### src/tpc_pkg.sv
package tpc_pkg;
    // Register index as printed; byte address is four times the index
    localparam logic [11:0] TPC_CSR_IDX = 12'h123;
    localparam logic [11:0] TPC_SWAP_IDX = 12'h121;
    localparam logic [13:0] TPC_CSR_ADDR = 14'(TPC_CSR_IDX * 4);
    localparam logic [13:0] TPC_SWAP_ADDR = 14'(TPC_SWAP_IDX * 4);
    localparam int TPC_ADDR_W = 14;
    // Field positions of the control/status register and the swap register
    localparam int TPC_BIT_TYPE = 7;
    localparam int TPC_BIT_INJ = 6;
    localparam int TPC_BIT_INV = 5;
    localparam int TPC_BIT_LOCK = 4;
    localparam int TPC_BIT_CHK = 3;
    localparam int TPC_BIT_GEN = 2;
    localparam int TPC_BIT_RXBYP = 1;
    localparam int TPC_BIT_TXBYP = 0;
    localparam int TPC_BIT_SWAP = 3;
    // Reset values
    localparam logic [7:0] TPC_CSR_RST = 8'h00;
    localparam logic [14:0] TPC_LFSR_SEED = 15'h7fff;
    // Lock acquisition and loss thresholds, in bits
    localparam logic [5:0] TPC_LOCK_RUN = 6'h20;
    localparam logic [3:0] TPC_LOSS_ERRS = 4'h6;
    localparam logic [5:0] TPC_LOSS_WIN = 6'h3f;
    // Quasi-random signal forces a one after this many zeros
    localparam logic [3:0] TPC_QRSS_ZMAX = 4'he;
    localparam int TPC_FIFO_W = 1;
    localparam int TPC_FIFO_D = 16;
    typedef enum logic [1:0] {
        TPC_HUNT = 2'b00,
        TPC_VERIFY = 2'b01,
        TPC_LOCKED = 2'b10
    } tpc_chk_state_t;
endpackage : tpc_pkg

### src/tpc_fifo.sv
module tpc_fifo #(
    parameter int WIDTH = 1,
    parameter int DEPTH = 16
) (
    input wire logic clk_i,
    input wire logic rst_i,
    input wire logic ce_i,
    input wire logic [WIDTH-1:0] in_data_i,
    input wire logic in_valid_i,
    output logic in_ready_o,
    output logic [WIDTH-1:0] out_data_o,
    output logic out_valid_o,
    input wire logic out_ready_i
);
    localparam int AW = $clog2(DEPTH);
    logic [WIDTH-1:0] mem_reg [DEPTH];
    logic [AW:0] wr_ptr_reg;
    logic [AW:0] rd_ptr_reg;
    logic [WIDTH-1:0] out_data_reg;
    logic out_valid_reg;
    wire logic [AW:0] count = wr_ptr_reg - rd_ptr_reg;
    wire logic full = (count == (AW+1)'(DEPTH));
    wire logic empty = (count == '0);
    // Output register refills when empty or being drained
    wire logic load = !empty && (!out_valid_reg || out_ready_i);
    wire logic push = in_valid_i && !full;

    assign in_ready_o = !full;
    assign out_data_o = out_data_reg;
    assign out_valid_o = out_valid_reg;

    // Storage array without reset, data only
    always_ff @(posedge clk_i) begin
        if (ce_i && push) begin
            mem_reg[wr_ptr_reg[AW-1:0]] <= in_data_i;
        end
    end

    // Pointers and registered read port
    always_ff @(posedge clk_i) begin
        if (rst_i) begin
            wr_ptr_reg <= '0;
            rd_ptr_reg <= '0;
            out_valid_reg <= 1'b0;
            out_data_reg <= '0;
        end else if (ce_i) begin
            if (push) begin
                wr_ptr_reg <= wr_ptr_reg + 1'b1;
            end
            if (load) begin
                out_data_reg <= mem_reg[rd_ptr_reg[AW-1:0]];
                rd_ptr_reg <= rd_ptr_reg + 1'b1;
                out_valid_reg <= 1'b1;
            end else if (out_ready_i) begin
                out_valid_reg <= 1'b0;
            end
        end
    end
endmodule : tpc_fifo

### src/tpc_ctrl.sv
// Function
// Bit 4 reads 1 while checker is locked, 0 otherwise, read only.
// Swap bit 3 of second register picks line or backplane direction.
// Check enabled, swap off: receive side checks line data, locks on match.
// Check enabled, swap on: transmit side checks transmit backplane data.
// Generate enabled, swap off: transmit side sends pattern toward line.
// Generate enabled, swap on: receive side sends pattern to receive backplane.
// Clearing enables stops functions; both enables reset to zero.
// Bit 1 set bypasses receive framing; reset clear.
// Bit 0 set bypasses transmit framing; reset clear.
// Type bit: 0 gives x^15+x^14+1 sequence, 1 gives quasi-random.
// Each rising edge of inject inverts one generated bit, only when generating.
// Lock after run of matches, drop after too many errors, automatically.
//
// Our own choice: the Wishbone slave port.
module tpc_ctrl
    import tpc_pkg::*;
(
    input wire logic clk_i,
    input wire logic rst_i,
    input wire logic ce_i,
    // Wishbone classic slave
    input wire logic wb_cyc_i,
    input wire logic wb_stb_i,
    input wire logic wb_we_i,
    input wire logic [tpc_pkg::TPC_ADDR_W-1:0] wb_adr_i,
    input wire logic [3:0] wb_sel_i,
    input wire logic [31:0] wb_dat_i,
    output logic [31:0] wb_dat_o,
    output logic wb_ack_o,
    // Serial data, one bit per strobe
    input wire logic bit_tick_i,
    input wire logic line_rx_bit_i,
    input wire logic tx_bp_bit_i,
    input wire logic tx_norm_bit_i,
    input wire logic rx_norm_bit_i,
    output logic line_tx_bit_o,
    output logic rx_bp_bit_o,
    output logic tx_bp_ready_o,
    output logic rx_framing_bypass_o,
    output logic tx_framing_bypass_o,
    output logic pattern_lock_flag_o
);
    import tpc_pkg::*;

    // One step of the 15-stage generator, shift left, new bit at lsb
    function automatic logic [14:0] lfsr_step(input logic [14:0] s);
        return {s[13:0], s[14] ^ s[13]};
    endfunction : lfsr_step

    // Quasi-random output: suppress runs longer than the zero limit
    function automatic logic qrss_bit(input logic raw, input logic [3:0] zeros);
        return (zeros >= TPC_QRSS_ZMAX) ? 1'b1 : raw;
    endfunction : qrss_bit

    logic [7:0] csr_reg;
    logic swap_reg;
    logic ack_reg;
    logic [31:0] rdata_reg;
    logic inj_prev_reg;
    logic inj_pend_reg;
    logic [14:0] gen_lfsr_reg;
    logic [3:0] gen_zeros_reg;
    logic gen_out_reg;
    logic [14:0] chk_lfsr_reg;
    logic [3:0] chk_zeros_reg;
    logic [5:0] run_reg;
    logic [3:0] err_reg;
    logic [5:0] win_reg;
    tpc_chk_state_t state_reg;
    tpc_chk_state_t state_next;
    logic line_rx_s1_reg;
    logic line_rx_s2_reg;
    logic line_tx_reg;
    logic rx_bp_reg;

    // Register decode
    wire logic wb_req = wb_cyc_i && wb_stb_i && !ack_reg;
    wire logic hit_csr = (wb_adr_i == TPC_CSR_ADDR);
    wire logic hit_swap = (wb_adr_i == TPC_SWAP_ADDR);
    wire logic wr_csr = wb_req && wb_we_i && hit_csr && wb_sel_i[0];
    wire logic wr_swap = wb_req && wb_we_i && hit_swap && wb_sel_i[0];
    wire logic swap = swap_reg;
    wire logic gen_en = csr_reg[TPC_BIT_GEN];
    wire logic chk_en = csr_reg[TPC_BIT_CHK];
    wire logic type_q = csr_reg[TPC_BIT_TYPE];
    wire logic inv = csr_reg[TPC_BIT_INV];
    wire logic lock = (state_reg == TPC_LOCKED);
    wire logic [7:0] csr_view = {csr_reg[7:5], lock, csr_reg[3:0]};

    // Checked stream: backplane bits go through the FIFO when swapped
    wire logic fifo_data;
    wire logic fifo_valid;
    wire logic fifo_in_ready;
    wire logic chk_src_bit = swap ? fifo_data : line_rx_s2_reg;
    wire logic chk_strobe = bit_tick_i && (swap ? fifo_valid : 1'b1);
    wire logic chk_bit = chk_src_bit ^ inv;
    wire logic chk_go = ce_i && chk_en && chk_strobe;

    // Generator output bit with single inversion for injection
    wire logic gen_raw = gen_lfsr_reg[14];
    wire logic gen_pat = type_q ? qrss_bit(gen_raw, gen_zeros_reg) : gen_raw;
    wire logic gen_bit = gen_pat ^ inj_pend_reg ^ inv;
    wire logic gen_go = ce_i && gen_en && bit_tick_i;

    // Expected bit predicted from the last 15 bits held in the reference
    wire logic chk_raw = chk_lfsr_reg[14] ^ chk_lfsr_reg[13];
    wire logic chk_exp = type_q ? qrss_bit(chk_raw, chk_zeros_reg) : chk_raw;
    wire logic match = (chk_bit == chk_exp);
    // Forced ones hide the raw bit, and a locked checker must not absorb bit errors
    wire logic chk_fill = (lock || (type_q && chk_zeros_reg >= TPC_QRSS_ZMAX)) ? chk_raw : chk_bit;

    tpc_fifo #(
        .WIDTH(TPC_FIFO_W),
        .DEPTH(TPC_FIFO_D)
    ) u_bp_fifo (
        .clk_i(clk_i),
        .rst_i(rst_i),
        .ce_i(ce_i),
        .in_data_i(tx_bp_bit_i),
        .in_valid_i(bit_tick_i && swap && chk_en),
        .in_ready_o(fifo_in_ready),
        .out_data_o(fifo_data),
        .out_valid_o(fifo_valid),
        .out_ready_i(bit_tick_i && chk_en)
    );
    // Backplane source must pause when the checker falls behind
    assign tx_bp_ready_o = fifo_in_ready;

    // Bus slave: single-cycle answer, unmapped reads return zero
    always_ff @(posedge clk_i) begin
        if (rst_i) begin
            ack_reg <= 1'b0;
            rdata_reg <= '0;
        end else if (ce_i) begin
            ack_reg <= wb_req;
            if (wb_req && !wb_we_i) begin
                rdata_reg <= hit_csr ? {24'h000000, csr_view} :
                             hit_swap ? {28'h0000000, swap_reg, 3'h0} : 32'h00000000;
            end
        end
    end
    assign wb_ack_o = ack_reg;
    assign wb_dat_o = rdata_reg;

    // Control bits; lock bit is never written
    always_ff @(posedge clk_i) begin
        if (rst_i) begin
            csr_reg <= TPC_CSR_RST;
            swap_reg <= 1'b0;
        end else if (ce_i) begin
            if (wr_csr) begin
                csr_reg <= {wb_dat_i[7:5], 1'b0, wb_dat_i[3:0]};
            end
            if (wr_swap) begin
                swap_reg <= wb_dat_i[TPC_BIT_SWAP];
            end
        end
    end

    // Error inject edge catch; pending until next generated bit
    always_ff @(posedge clk_i) begin
        if (rst_i) begin
            inj_prev_reg <= 1'b0;
            inj_pend_reg <= 1'b0;
        end else if (ce_i) begin
            inj_prev_reg <= csr_reg[TPC_BIT_INJ];
            if (csr_reg[TPC_BIT_INJ] && !inj_prev_reg && gen_en) begin
                inj_pend_reg <= 1'b1;
            end else if (gen_go || !gen_en) begin
                inj_pend_reg <= 1'b0;
            end
        end
    end

    // Pattern generator
    always_ff @(posedge clk_i) begin
        if (rst_i) begin
            gen_lfsr_reg <= TPC_LFSR_SEED;
            gen_zeros_reg <= '0;
            gen_out_reg <= 1'b0;
        end else if (gen_go) begin
            gen_lfsr_reg <= lfsr_step(gen_lfsr_reg);
            gen_zeros_reg <= gen_pat ? 4'h0 : gen_zeros_reg + 4'h1;
            gen_out_reg <= gen_bit;
        end
    end

    // Line input synchroniser
    always_ff @(posedge clk_i) begin
        if (rst_i) begin
            line_rx_s1_reg <= 1'b0;
            line_rx_s2_reg <= 1'b0;
        end else if (ce_i) begin
            line_rx_s1_reg <= line_rx_bit_i;
            line_rx_s2_reg <= line_rx_s1_reg;
        end
    end

    // Checker state machine
    always_comb begin
        state_next = state_reg;
        case (state_reg)
            TPC_HUNT: state_next = TPC_VERIFY;
            TPC_VERIFY: begin
                if (!match) begin
                    state_next = TPC_HUNT;
                end else if (run_reg == TPC_LOCK_RUN - 6'h01) begin
                    state_next = TPC_LOCKED;
                end
            end
            TPC_LOCKED: begin
                if (!match && err_reg == TPC_LOSS_ERRS - 4'h1) begin
                    state_next = TPC_HUNT;
                end
            end
            default: state_next = TPC_HUNT;
        endcase
    end

    // Checker registers; hunting seeds the reference from received bits
    always_ff @(posedge clk_i) begin
        if (rst_i || (ce_i && !chk_en)) begin
            state_reg <= TPC_HUNT;
            chk_lfsr_reg <= TPC_LFSR_SEED;
            chk_zeros_reg <= '0;
            run_reg <= '0;
            err_reg <= '0;
            win_reg <= '0;
        end else if (chk_go) begin
            state_reg <= state_next;
            chk_lfsr_reg <= {chk_lfsr_reg[13:0], chk_fill};
            chk_zeros_reg <= chk_bit ? 4'h0 : chk_zeros_reg + 4'h1;
            run_reg <= (state_reg == TPC_VERIFY && match) ? run_reg + 6'h01 : 6'h00;
            win_reg <= (state_reg == TPC_LOCKED) ? win_reg + 6'h01 : 6'h00;
            if (state_reg != TPC_LOCKED || win_reg == TPC_LOSS_WIN) begin
                err_reg <= '0;
            end else if (!match) begin
                err_reg <= err_reg + 4'h1;
            end
        end
    end

    // Output muxing of generated pattern versus normal traffic
    always_ff @(posedge clk_i) begin
        if (rst_i) begin
            line_tx_reg <= 1'b0;
            rx_bp_reg <= 1'b0;
        end else if (ce_i) begin
            line_tx_reg <= (gen_en && !swap) ? gen_out_reg : tx_norm_bit_i;
            rx_bp_reg <= (gen_en && swap) ? gen_out_reg : rx_norm_bit_i;
        end
    end
    assign line_tx_bit_o = line_tx_reg;
    assign rx_bp_bit_o = rx_bp_reg;
    assign rx_framing_bypass_o = csr_reg[TPC_BIT_RXBYP];
    assign tx_framing_bypass_o = csr_reg[TPC_BIT_TXBYP];
    assign pattern_lock_flag_o = lock;

    a_lock_read_view: assert property (@(posedge clk_i) disable iff (rst_i)
        (ack_reg && $past(wb_req && !wb_we_i && hit_csr && ce_i))
            |-> (rdata_reg[TPC_BIT_LOCK] == $past(lock)))
        else $error("lock bit read mismatch");
    a_swap_write: assert property (@(posedge clk_i) disable iff (rst_i)
        (wr_swap && ce_i) |=> (swap_reg == $past(wb_dat_i[TPC_BIT_SWAP])))
        else $error("swap bit not stored");
    a_lock_needs_en: assert property (@(posedge clk_i) disable iff (rst_i)
        lock |-> $past(chk_en))
        else $error("lock without checker enable");
    a_fifo_feeds_chk: assert property (@(posedge clk_i) disable iff (rst_i)
        (swap && chk_go) |-> (chk_src_bit == fifo_data))
        else $error("checker source wrong");
    a_line_gen_out: assert property (@(posedge clk_i) disable iff (rst_i)
        (ce_i && gen_en && !swap) |=> (line_tx_reg == $past(gen_out_reg)))
        else $error("line output not pattern");
    a_bp_gen_out: assert property (@(posedge clk_i) disable iff (rst_i)
        (ce_i && gen_en && swap) |=> (rx_bp_reg == $past(gen_out_reg)))
        else $error("backplane output not pattern");
    a_chk_off_unlock: assert property (@(posedge clk_i) disable iff (rst_i)
        (ce_i && !chk_en) |=> !lock)
        else $error("lock kept with checker off");
    a_bypass_bits: assert property (@(posedge clk_i) disable iff (rst_i)
        (wr_csr && ce_i) |=> (rx_framing_bypass_o == $past(wb_dat_i[TPC_BIT_RXBYP])))
        else $error("rx bypass not following write");
    a_tx_bypass: assert property (@(posedge clk_i) disable iff (rst_i)
        (wr_csr && ce_i) |=> (tx_framing_bypass_o == $past(wb_dat_i[TPC_BIT_TXBYP])))
        else $error("tx bypass not following write");
    a_inject_once: assert property (@(posedge clk_i) disable iff (rst_i)
        (inj_pend_reg && gen_go) |=> !inj_pend_reg)
        else $error("inject held past one bit");
    a_lock_after_run: assert property (@(posedge clk_i) disable iff (rst_i)
        $rose(lock) |-> $past(run_reg == TPC_LOCK_RUN - 6'h01))
        else $error("lock without full match run");
endmodule : tpc_ctrl

### config.mk
export PLATFORM = sky130hd
export DESIGN_NAME = tpc_ctrl
export DESIGN_NICKNAME = d
export VERILOG_FILES = /design/src/tpc_pkg.sv /design/src/tpc_fifo.sv /design/src/tpc_ctrl.sv
export SDC_FILE = /design/constraint.sdc
export NUM_CORES = 1
export LEC_CHECK = 0
export ABC_AREA = 1
export BUFFER_PORTS_ARGS = -buffer_cell sky130_fd_sc_hd__buf_2
export CAP_MARGIN = 20
export CORE_UTILIZATION = 55
export CTS_CLUSTER_SIZE = 8
export DETAILED_ROUTE_END_ITERATION = 8
export PLACE_DENSITY = 0.79
export SLEW_MARGIN = 20
export SYNTH_ARGS = -nofsm -noshare
export SYNTH_HDL_FRONTEND = slang
export SYNTH_SLANG_ARGS = --single-unit
### constraint.sdc
create_clock -name clk_i -period 2.9 [get_ports clk_i]
set_clock_uncertainty 0.05 [all_clocks]
set_input_delay 0.145 -clock clk_i [delete_from_list [all_inputs] [get_ports clk_i]]
set_output_delay 0.145 -clock clk_i [all_outputs]
set_load 0.05 [all_outputs]
==> metrics.txt, run 1 <==
outcome=finished clean; WL final=roughly 10,000 µm; Final Cycle Share=87.8%; max cap viols=0; crit path DAT=approximately 2400 ps; CTS resizes=0; Avg WL per Cell=approximately 12 µm; Synth top area share=35.1%; Synth cell types=42; min-delay worst type=input port to flop; # rows=35; die height=99.6 µm; max reg flops=16; final instance area=approximately 5700 µm²; ant diodes=0; Crit path top cell by count=nand2_1; EDFF count, synth=16; Synth-to-Final Area Change=8.91%; All-Layer GR Usage=between 20% and 30%; crit-path cells=clkinv_1 -> ha_1 -> nand2_1 -> nand2_1 -> nand3_1 -> nand2_1 -> nand2_1 -> nand2_2 -> nand2_4 -> buf_2; Critical Path Stages=10; CTS Sinks=roughly 110; H-tree depth=3; clock transition at the registers of the reported paths=approximately 110 ps; Vias/cell=roughly 5.2; final worst setup slack=approximately 350 ps; Cell Area, Placed=5450 µm²; core area=9240 µm²; routability congestion estimate=0.833; dominant cell type by area after synthesis=dfxtp_1; PwrDens=~550 nW/µm²; vias post-DR=between 4,000 and 5,000; initial antenna violation count=0; postcts setup bufs=0; CTS Buf Count=9; sequential-to-total area share from yosys stat=44.3%; crit path kind=flop to output port; worst hold start=wb_dat_i[0]; Initial DRC Count=210; Worst setup endpoint=tx_bp_ready_o; Die X-Extent=around 100 µm; IO Pins=100; crit path max fanout=9; TritonCTS clock tree=built; cell count after synthesis=673; reg2reg end=u_bp_fifo.mem_reg[0]$_DFFE_PP_; antenna-violating nets left=0; top_reg_cell synth=dfxtp_1; vias in the first global route=about 4,200; hpwl dp=between 7000 and 8000 µm; syn_area_per_cell=around 7.8 µm²; slowest stage delay, CP=about 400 ps; Synth top cells by count=nand2_1, dfxtp_1, nand3_1; Worst-Skew Late Latency=roughly 370 ps; warning count from the yosys run=0; Worst Setup Start Kind=flop; total gr overflow=0; Critical path buffers and inverters=2; largest net degree at the start of global routing=31; Die Area=roughly 9900 µm²; fmax=roughly 390 MHz; Leak=roughly 2.4 nW; RSZ-0062 raised after global routing=false; largest cells by area after synthesis=dfxtp_1, nand2_1, edfxtp_1, nand3_1, a21oi_1; share of cells above drive strength 1=13.0%; Final #Nets=just under 800; slew of the pin with the lowest slew margin=between 700 and 800 ps; setup_tns=0 ps; pre-CTS WS=about 480 ps; Worst Reg-to-Reg Cells=11; Pre-Repair DR Iteration Count=4; crit end category=output port; Worst Path Required=between 2000 and 3000 ps; Slew headroom=about half; # DRC=0; Synth Cell Area=around 5200 µm²; Root Driver=clkbuf_8; Post-synth ARST share=0%; CP max stage cell=ha_1; Starting Density=56.7%; maximum clock path buffer count=2; CP delay by family, top=simple AND/OR/NAND/NOR gates; final count of negative-setup-slack endpoints=0; Min Clock Period, post-route=2550 ps; Worst VDD drop=0.351 mV; R2R Setup Slk=approximately 470 ps; Worst R2R Start=u_bp_fifo.rd_ptr_reg[1]$_SDFFE_PP0P_; Port Buf Inserts=47; Synth Register Bits=108; first-pass GRT wire length=18,200 µm; cts hold-fix bufs=5; Min Hold Slack=between 20 and 25 ps; Final Max Slew Viols=0; CP startpoint=u_bp_fifo.rd_ptr_reg[1]$_SDFFE_PP0P_; count leader, synth=nand2_1; Final Hold Fails=0
## where the power goes
group	total [mW]	internal, mW	switching [mW]
Sequential	1.57	1.55	0.0197
Combinational	0.669	0.189	0.480
Clock	0.903	0.342	0.561
## layout make-up
| cell class | instances | area [µm²] |
|---|---|---|
| Clock buffer | 9 | 124 |
| Clock inverter | 7 | 78.8 |
| Fill cell | 776 | 3530 |
| Inverter | 51 | 194 |
| Multi-Input combinational cell | 490 | 2500 |
| Sequential cell | 108 | 2320 |
| Tap cell | 129 | 161 |
| Timing Repair Buffer | 58 | 330 |
## per-stage QoR
stage	total power, mW	instances	util, %
final	3.14	852	61.8
after global routing	3.28	852	61.8
after detailed placement	2.26	831	59.0
after CTS	3.15	852	61.8
after floorplan	2.13	696	-
after global placement	2.23	831	59.0
## worst min-delay path by stage
stage	endpoint	depth (start not counted)	slack, ps
after CTS	csr_reg[0]$_SDFFE_PP0P_	3	6
after global routing	csr_reg[0]$_SDFFE_PP0P_	3	20
after global placement	line_rx_s1_reg$_SDFFE_PP0P_	3	320
final	csr_reg[0]$_SDFFE_PP0P_	3	20
after floorplan	u_bp_fifo.mem_reg[0]$_DFFE_PP_	0	190
after detailed placement	line_rx_s1_reg$_SDFFE_PP0P_	3	340
## placed cells by master, fill, tap and decap left out, drive strengths merged, types with 2 or more instances in the layout
master       instances
o211ai               7
edfxtp              16
nand3b               4
xor2                15
dlygate4sd3          5
conb                24
or2                  4
nor3                23
dfxtp               92
clkinv               6
ha                  17
nand2              167
clkbuf               9
nand4                3
nand3               66
nor3b                2
o21ai               34
a21oi               48
inv                 52
xnor2                5
nor2                65
buf                 53
## logic make-up (layout without fill, tap and decap cells)
kind of cell	count (synthesis)	after routing	synth area share [%]
buf+inv	98	125	9.69
flops	108	108	44.3
other cells	1	24	0.0716
xor+xnor	20	20	3.34
compound gates	94	94	9.55
fa+ha+maj	17	17	4.06
simple gates	335	335	29.0
## routing by layer
| layer | vias up | GRT usage (%) | part of all wire, % | routed length, µm |
|---|---|---|---|---|
| met5 | - | 0 | 0 | 0 |
| met4 | 0 | 8.71 | 1.3 | 138 |
| met3 | 15 | 3.79 | 4.0 | 418 |
| met2 | 108 | 39.4 | 49 | 5130 |
| met1 | 2036 | 27.9 | 46 | 4800 |
| li1 | 2244 | - | - | - |
## worst register-to-register path, delay by kind of cell (launching register included)
kind          cells  cell delay, ps
simple gates      9            1030
fa+ha+maj         1             410
flops             1             400
buf+inv           1             260
Note: power is estimated with default switching activity, not from simulation.
==> inputs of run 2 (changes only) <==
--- a/config.mk
+++ b/config.mk
@@ -6,7 +6,7 @@
 export NUM_CORES = 1
 export LEC_CHECK = 0
 export ABC_AREA = 1
-export BUFFER_PORTS_ARGS = -buffer_cell sky130_fd_sc_hd__buf_2
+export BUFFER_PORTS_ARGS = -buffer_cell sky130_fd_sc_hd__clkbuf_2
 export CAP_MARGIN = 20
 export CORE_UTILIZATION = 55
 export CTS_CLUSTER_SIZE = 8
==> run 2 against run 1 <==
Compared with the run above:
- sequential share of layout area shrank 0.15 points
- maximum frequency is 1.5% lower
- clock power grew 3.7%
- critical endpoint unchanged
- non-clock buffer count up 2
- worst hold slack lost 7.4 ps
- highest routed layer unchanged
- routed wire length grew 0.27%
- register-to-register slack got worse by 20 ps
==> metrics.txt, run 2 (synthesis gave the netlist of run 1 again) <==
outcome=finished clean; Min Hold Slack=approximately 13 ps; fmax=387 MHz; core area=slightly above 9000 µm²; clock transition at the registers of the reported paths=about 100 ps; crit end category=output port; initial antenna violation count=0; crit path max fanout=9; Synth-to-Final Area Change=9.31%; # DRC=0; antenna-violating nets left=0; # rows=35; Die X-Extent=about 100 µm; ant diodes=0; Worst Reg-to-Reg Cells=11; vias post-DR=~4,400; fillers=798; Vias/cell=approximately 5.2; Final #Nets=798; WL final=between 10,000 and 15,000 µm; vias in the first global route=a little over 4,000; Placed Cells=831; R2R Setup Slk=roughly 450 ps; routability congestion estimate=about 0.8; crit path kind=flop to output port; Non-Filler Instances=about 850; commonest cells after routing, fill and taps aside=nand2_1, dfxtp_1, nand3_1, nor2_1, a21oi_1; Worst R2R Start=u_bp_fifo.rd_ptr_reg[1]$_SDFFE_PP0P_; Slew headroom=a little over half; crit path DAT=roughly 2400 ps; Die Area=9920 µm²; slew of the pin with the lowest slew margin=about 700 ps; Worst VDD drop=approximately 0.29 mV; Final Max Slew Viols=0; CP delay by family, top=simple AND/OR/NAND/NOR gates; first-pass GRT wire length=~19,000 µm; max cap viols=0; worst hold start=wb_dat_i[3]; Critical path buffers and inverters=2; Worst Path Required=around 2700 ps; commonest non-fill, non-tap cell in the layout=nand2_1; die height=~100 µm; hold path endpoint=csr_reg[3]$_SDFFE_PP0P_; Root Driver=clkbuf_8; Worst Setup Start Kind=flop; PwrDens=553 nW/µm²; final count of negative-setup-slack endpoints=0; TritonCTS clock tree=built; reg2reg end=u_bp_fifo.mem_reg[4]$_DFFE_PP_; H-tree depth=3; multi-input combinational cell area=2500 µm²; Crit path top cell by count=nand2_1; max reg flops=16; slowest stage delay, CP=around 410 ps; Min Clock Period, post-route=about 2600 ps; Avg WL per Cell=between 10 and 15 µm; CTS resizes=0; RSZ-0062 raised after global routing=false; share of cells above drive strength 1=~13%; Final Cycle Share=around nine tenths; maximum clock path buffer count=2; min-delay worst type=input port to flop; FF+latch area=roughly 2300 µm²; setup_tns=0 ps; CP startpoint=u_bp_fifo.rd_ptr_reg[1]$_SDFFE_PP0P_; total gr overflow=0; Port Buf Inserts=47; CP max stage cell=ha_1; Starting Density=56.7%; crit-path cells=clkinv_1 -> ha_1 -> nand2_1 -> nand2_1 -> nand3_1 -> nand2_1 -> nand2_1 -> nand2_2 -> nand2_4 -> clkbuf_2; IO Pins=100; Final Hold Fails=0; Worst-Skew Late Latency=around 370 ps; Critical Path Stages=10; hold-critical path depth=3; Leak=2.39 nW; Initial DRC Count=~210; largest net degree at the start of global routing=30; Pre-Repair DR Iteration Count=5; CTS Buf Count=9; CTS Sinks=between 100 and 150; hpwl dp=about 7400 µm; All-Layer GR Usage=a little under a quarter
## run 2: cell count changes in the layout (fill, tap and decap cells not counted), sizes merged
cell / before / now
buf: 53 / 6
clkbuf: 9 / 56
clkinv: 6 / 2
clkinvlp: 0 / 2
dlygate4sd3: 5 / 7
bufinv: 0 / 1
inv: 52 / 53
## run 2: worst reg2reg max path, stage by stage, from the launching register on
cell and delay, ps:
dfxtp_1 390, clkinv_1 260, ha_1 410, nand2_1 110, nand2_1 80, nand3_1 130, nand2_1 90, nand2_1 80
nand2_2 60, nand2_4 110, nand2_4 150, nor3_1 240
## run 2: final cells by class
type	count	area share [%]
Clock inverter	7	1.40
Timing Repair Buffer	60	6.12
Tap cell	129	2.82
Sequential cell	108	40.5
Multi-Input combinational cell	490	43.6
Clock buffer	9	2.16
Inverter	51	3.39
## run 2: routing by layer
metal / wire (µm) / global-route usage, %
met1: 4820 / 29.3
met2: 5120 / 39.9
met3: 423 / 3.16
met4: 146 / 9.16
met5: 0 / 0
## run 2: power breakdown
group | switching [mW] | total, mW | internal (mW)
logic | 0.479 | 0.668 | 0.190
registers | 0.0163 | 1.56 | 1.55
clock network | 0.524 | 0.936 | 0.412
total | 1.02 | 3.17 | 2.15
## run 2: timing repair
item	in CTS	in global routing
setup buffers	0	0
hold buffers	7	0
endpoints found under the hold margin	7	0
## run 2: worst max-delay path by stage
stage                                 endpoint  slack, ps
2_1_floorplan  u_bp_fifo.mem_reg[12]$_DFFE_PP_        660
3_3_place_gp    u_bp_fifo.mem_reg[1]$_DFFE_PP_        610
3_5_place_dp    u_bp_fifo.mem_reg[4]$_DFFE_PP_        490
4_1_cts                          tx_bp_ready_o        320
5_1_grt                          tx_bp_ready_o        120
6_report                         tx_bp_ready_o        320
## run 2: metrics by stage
stage	setup slack [ps]	utilization, %	power (mW)	area [µm²]
2_1_floorplan	663	-	2.13	5330
3_3_place_gp	608	59.0	2.23	5450
3_5_place_dp	485	59.0	2.25	5450
4_1_cts	322	62.0	3.18	5730
5_1_grt	123	62.0	3.32	5730
6_report	316	62.0	3.17	5730
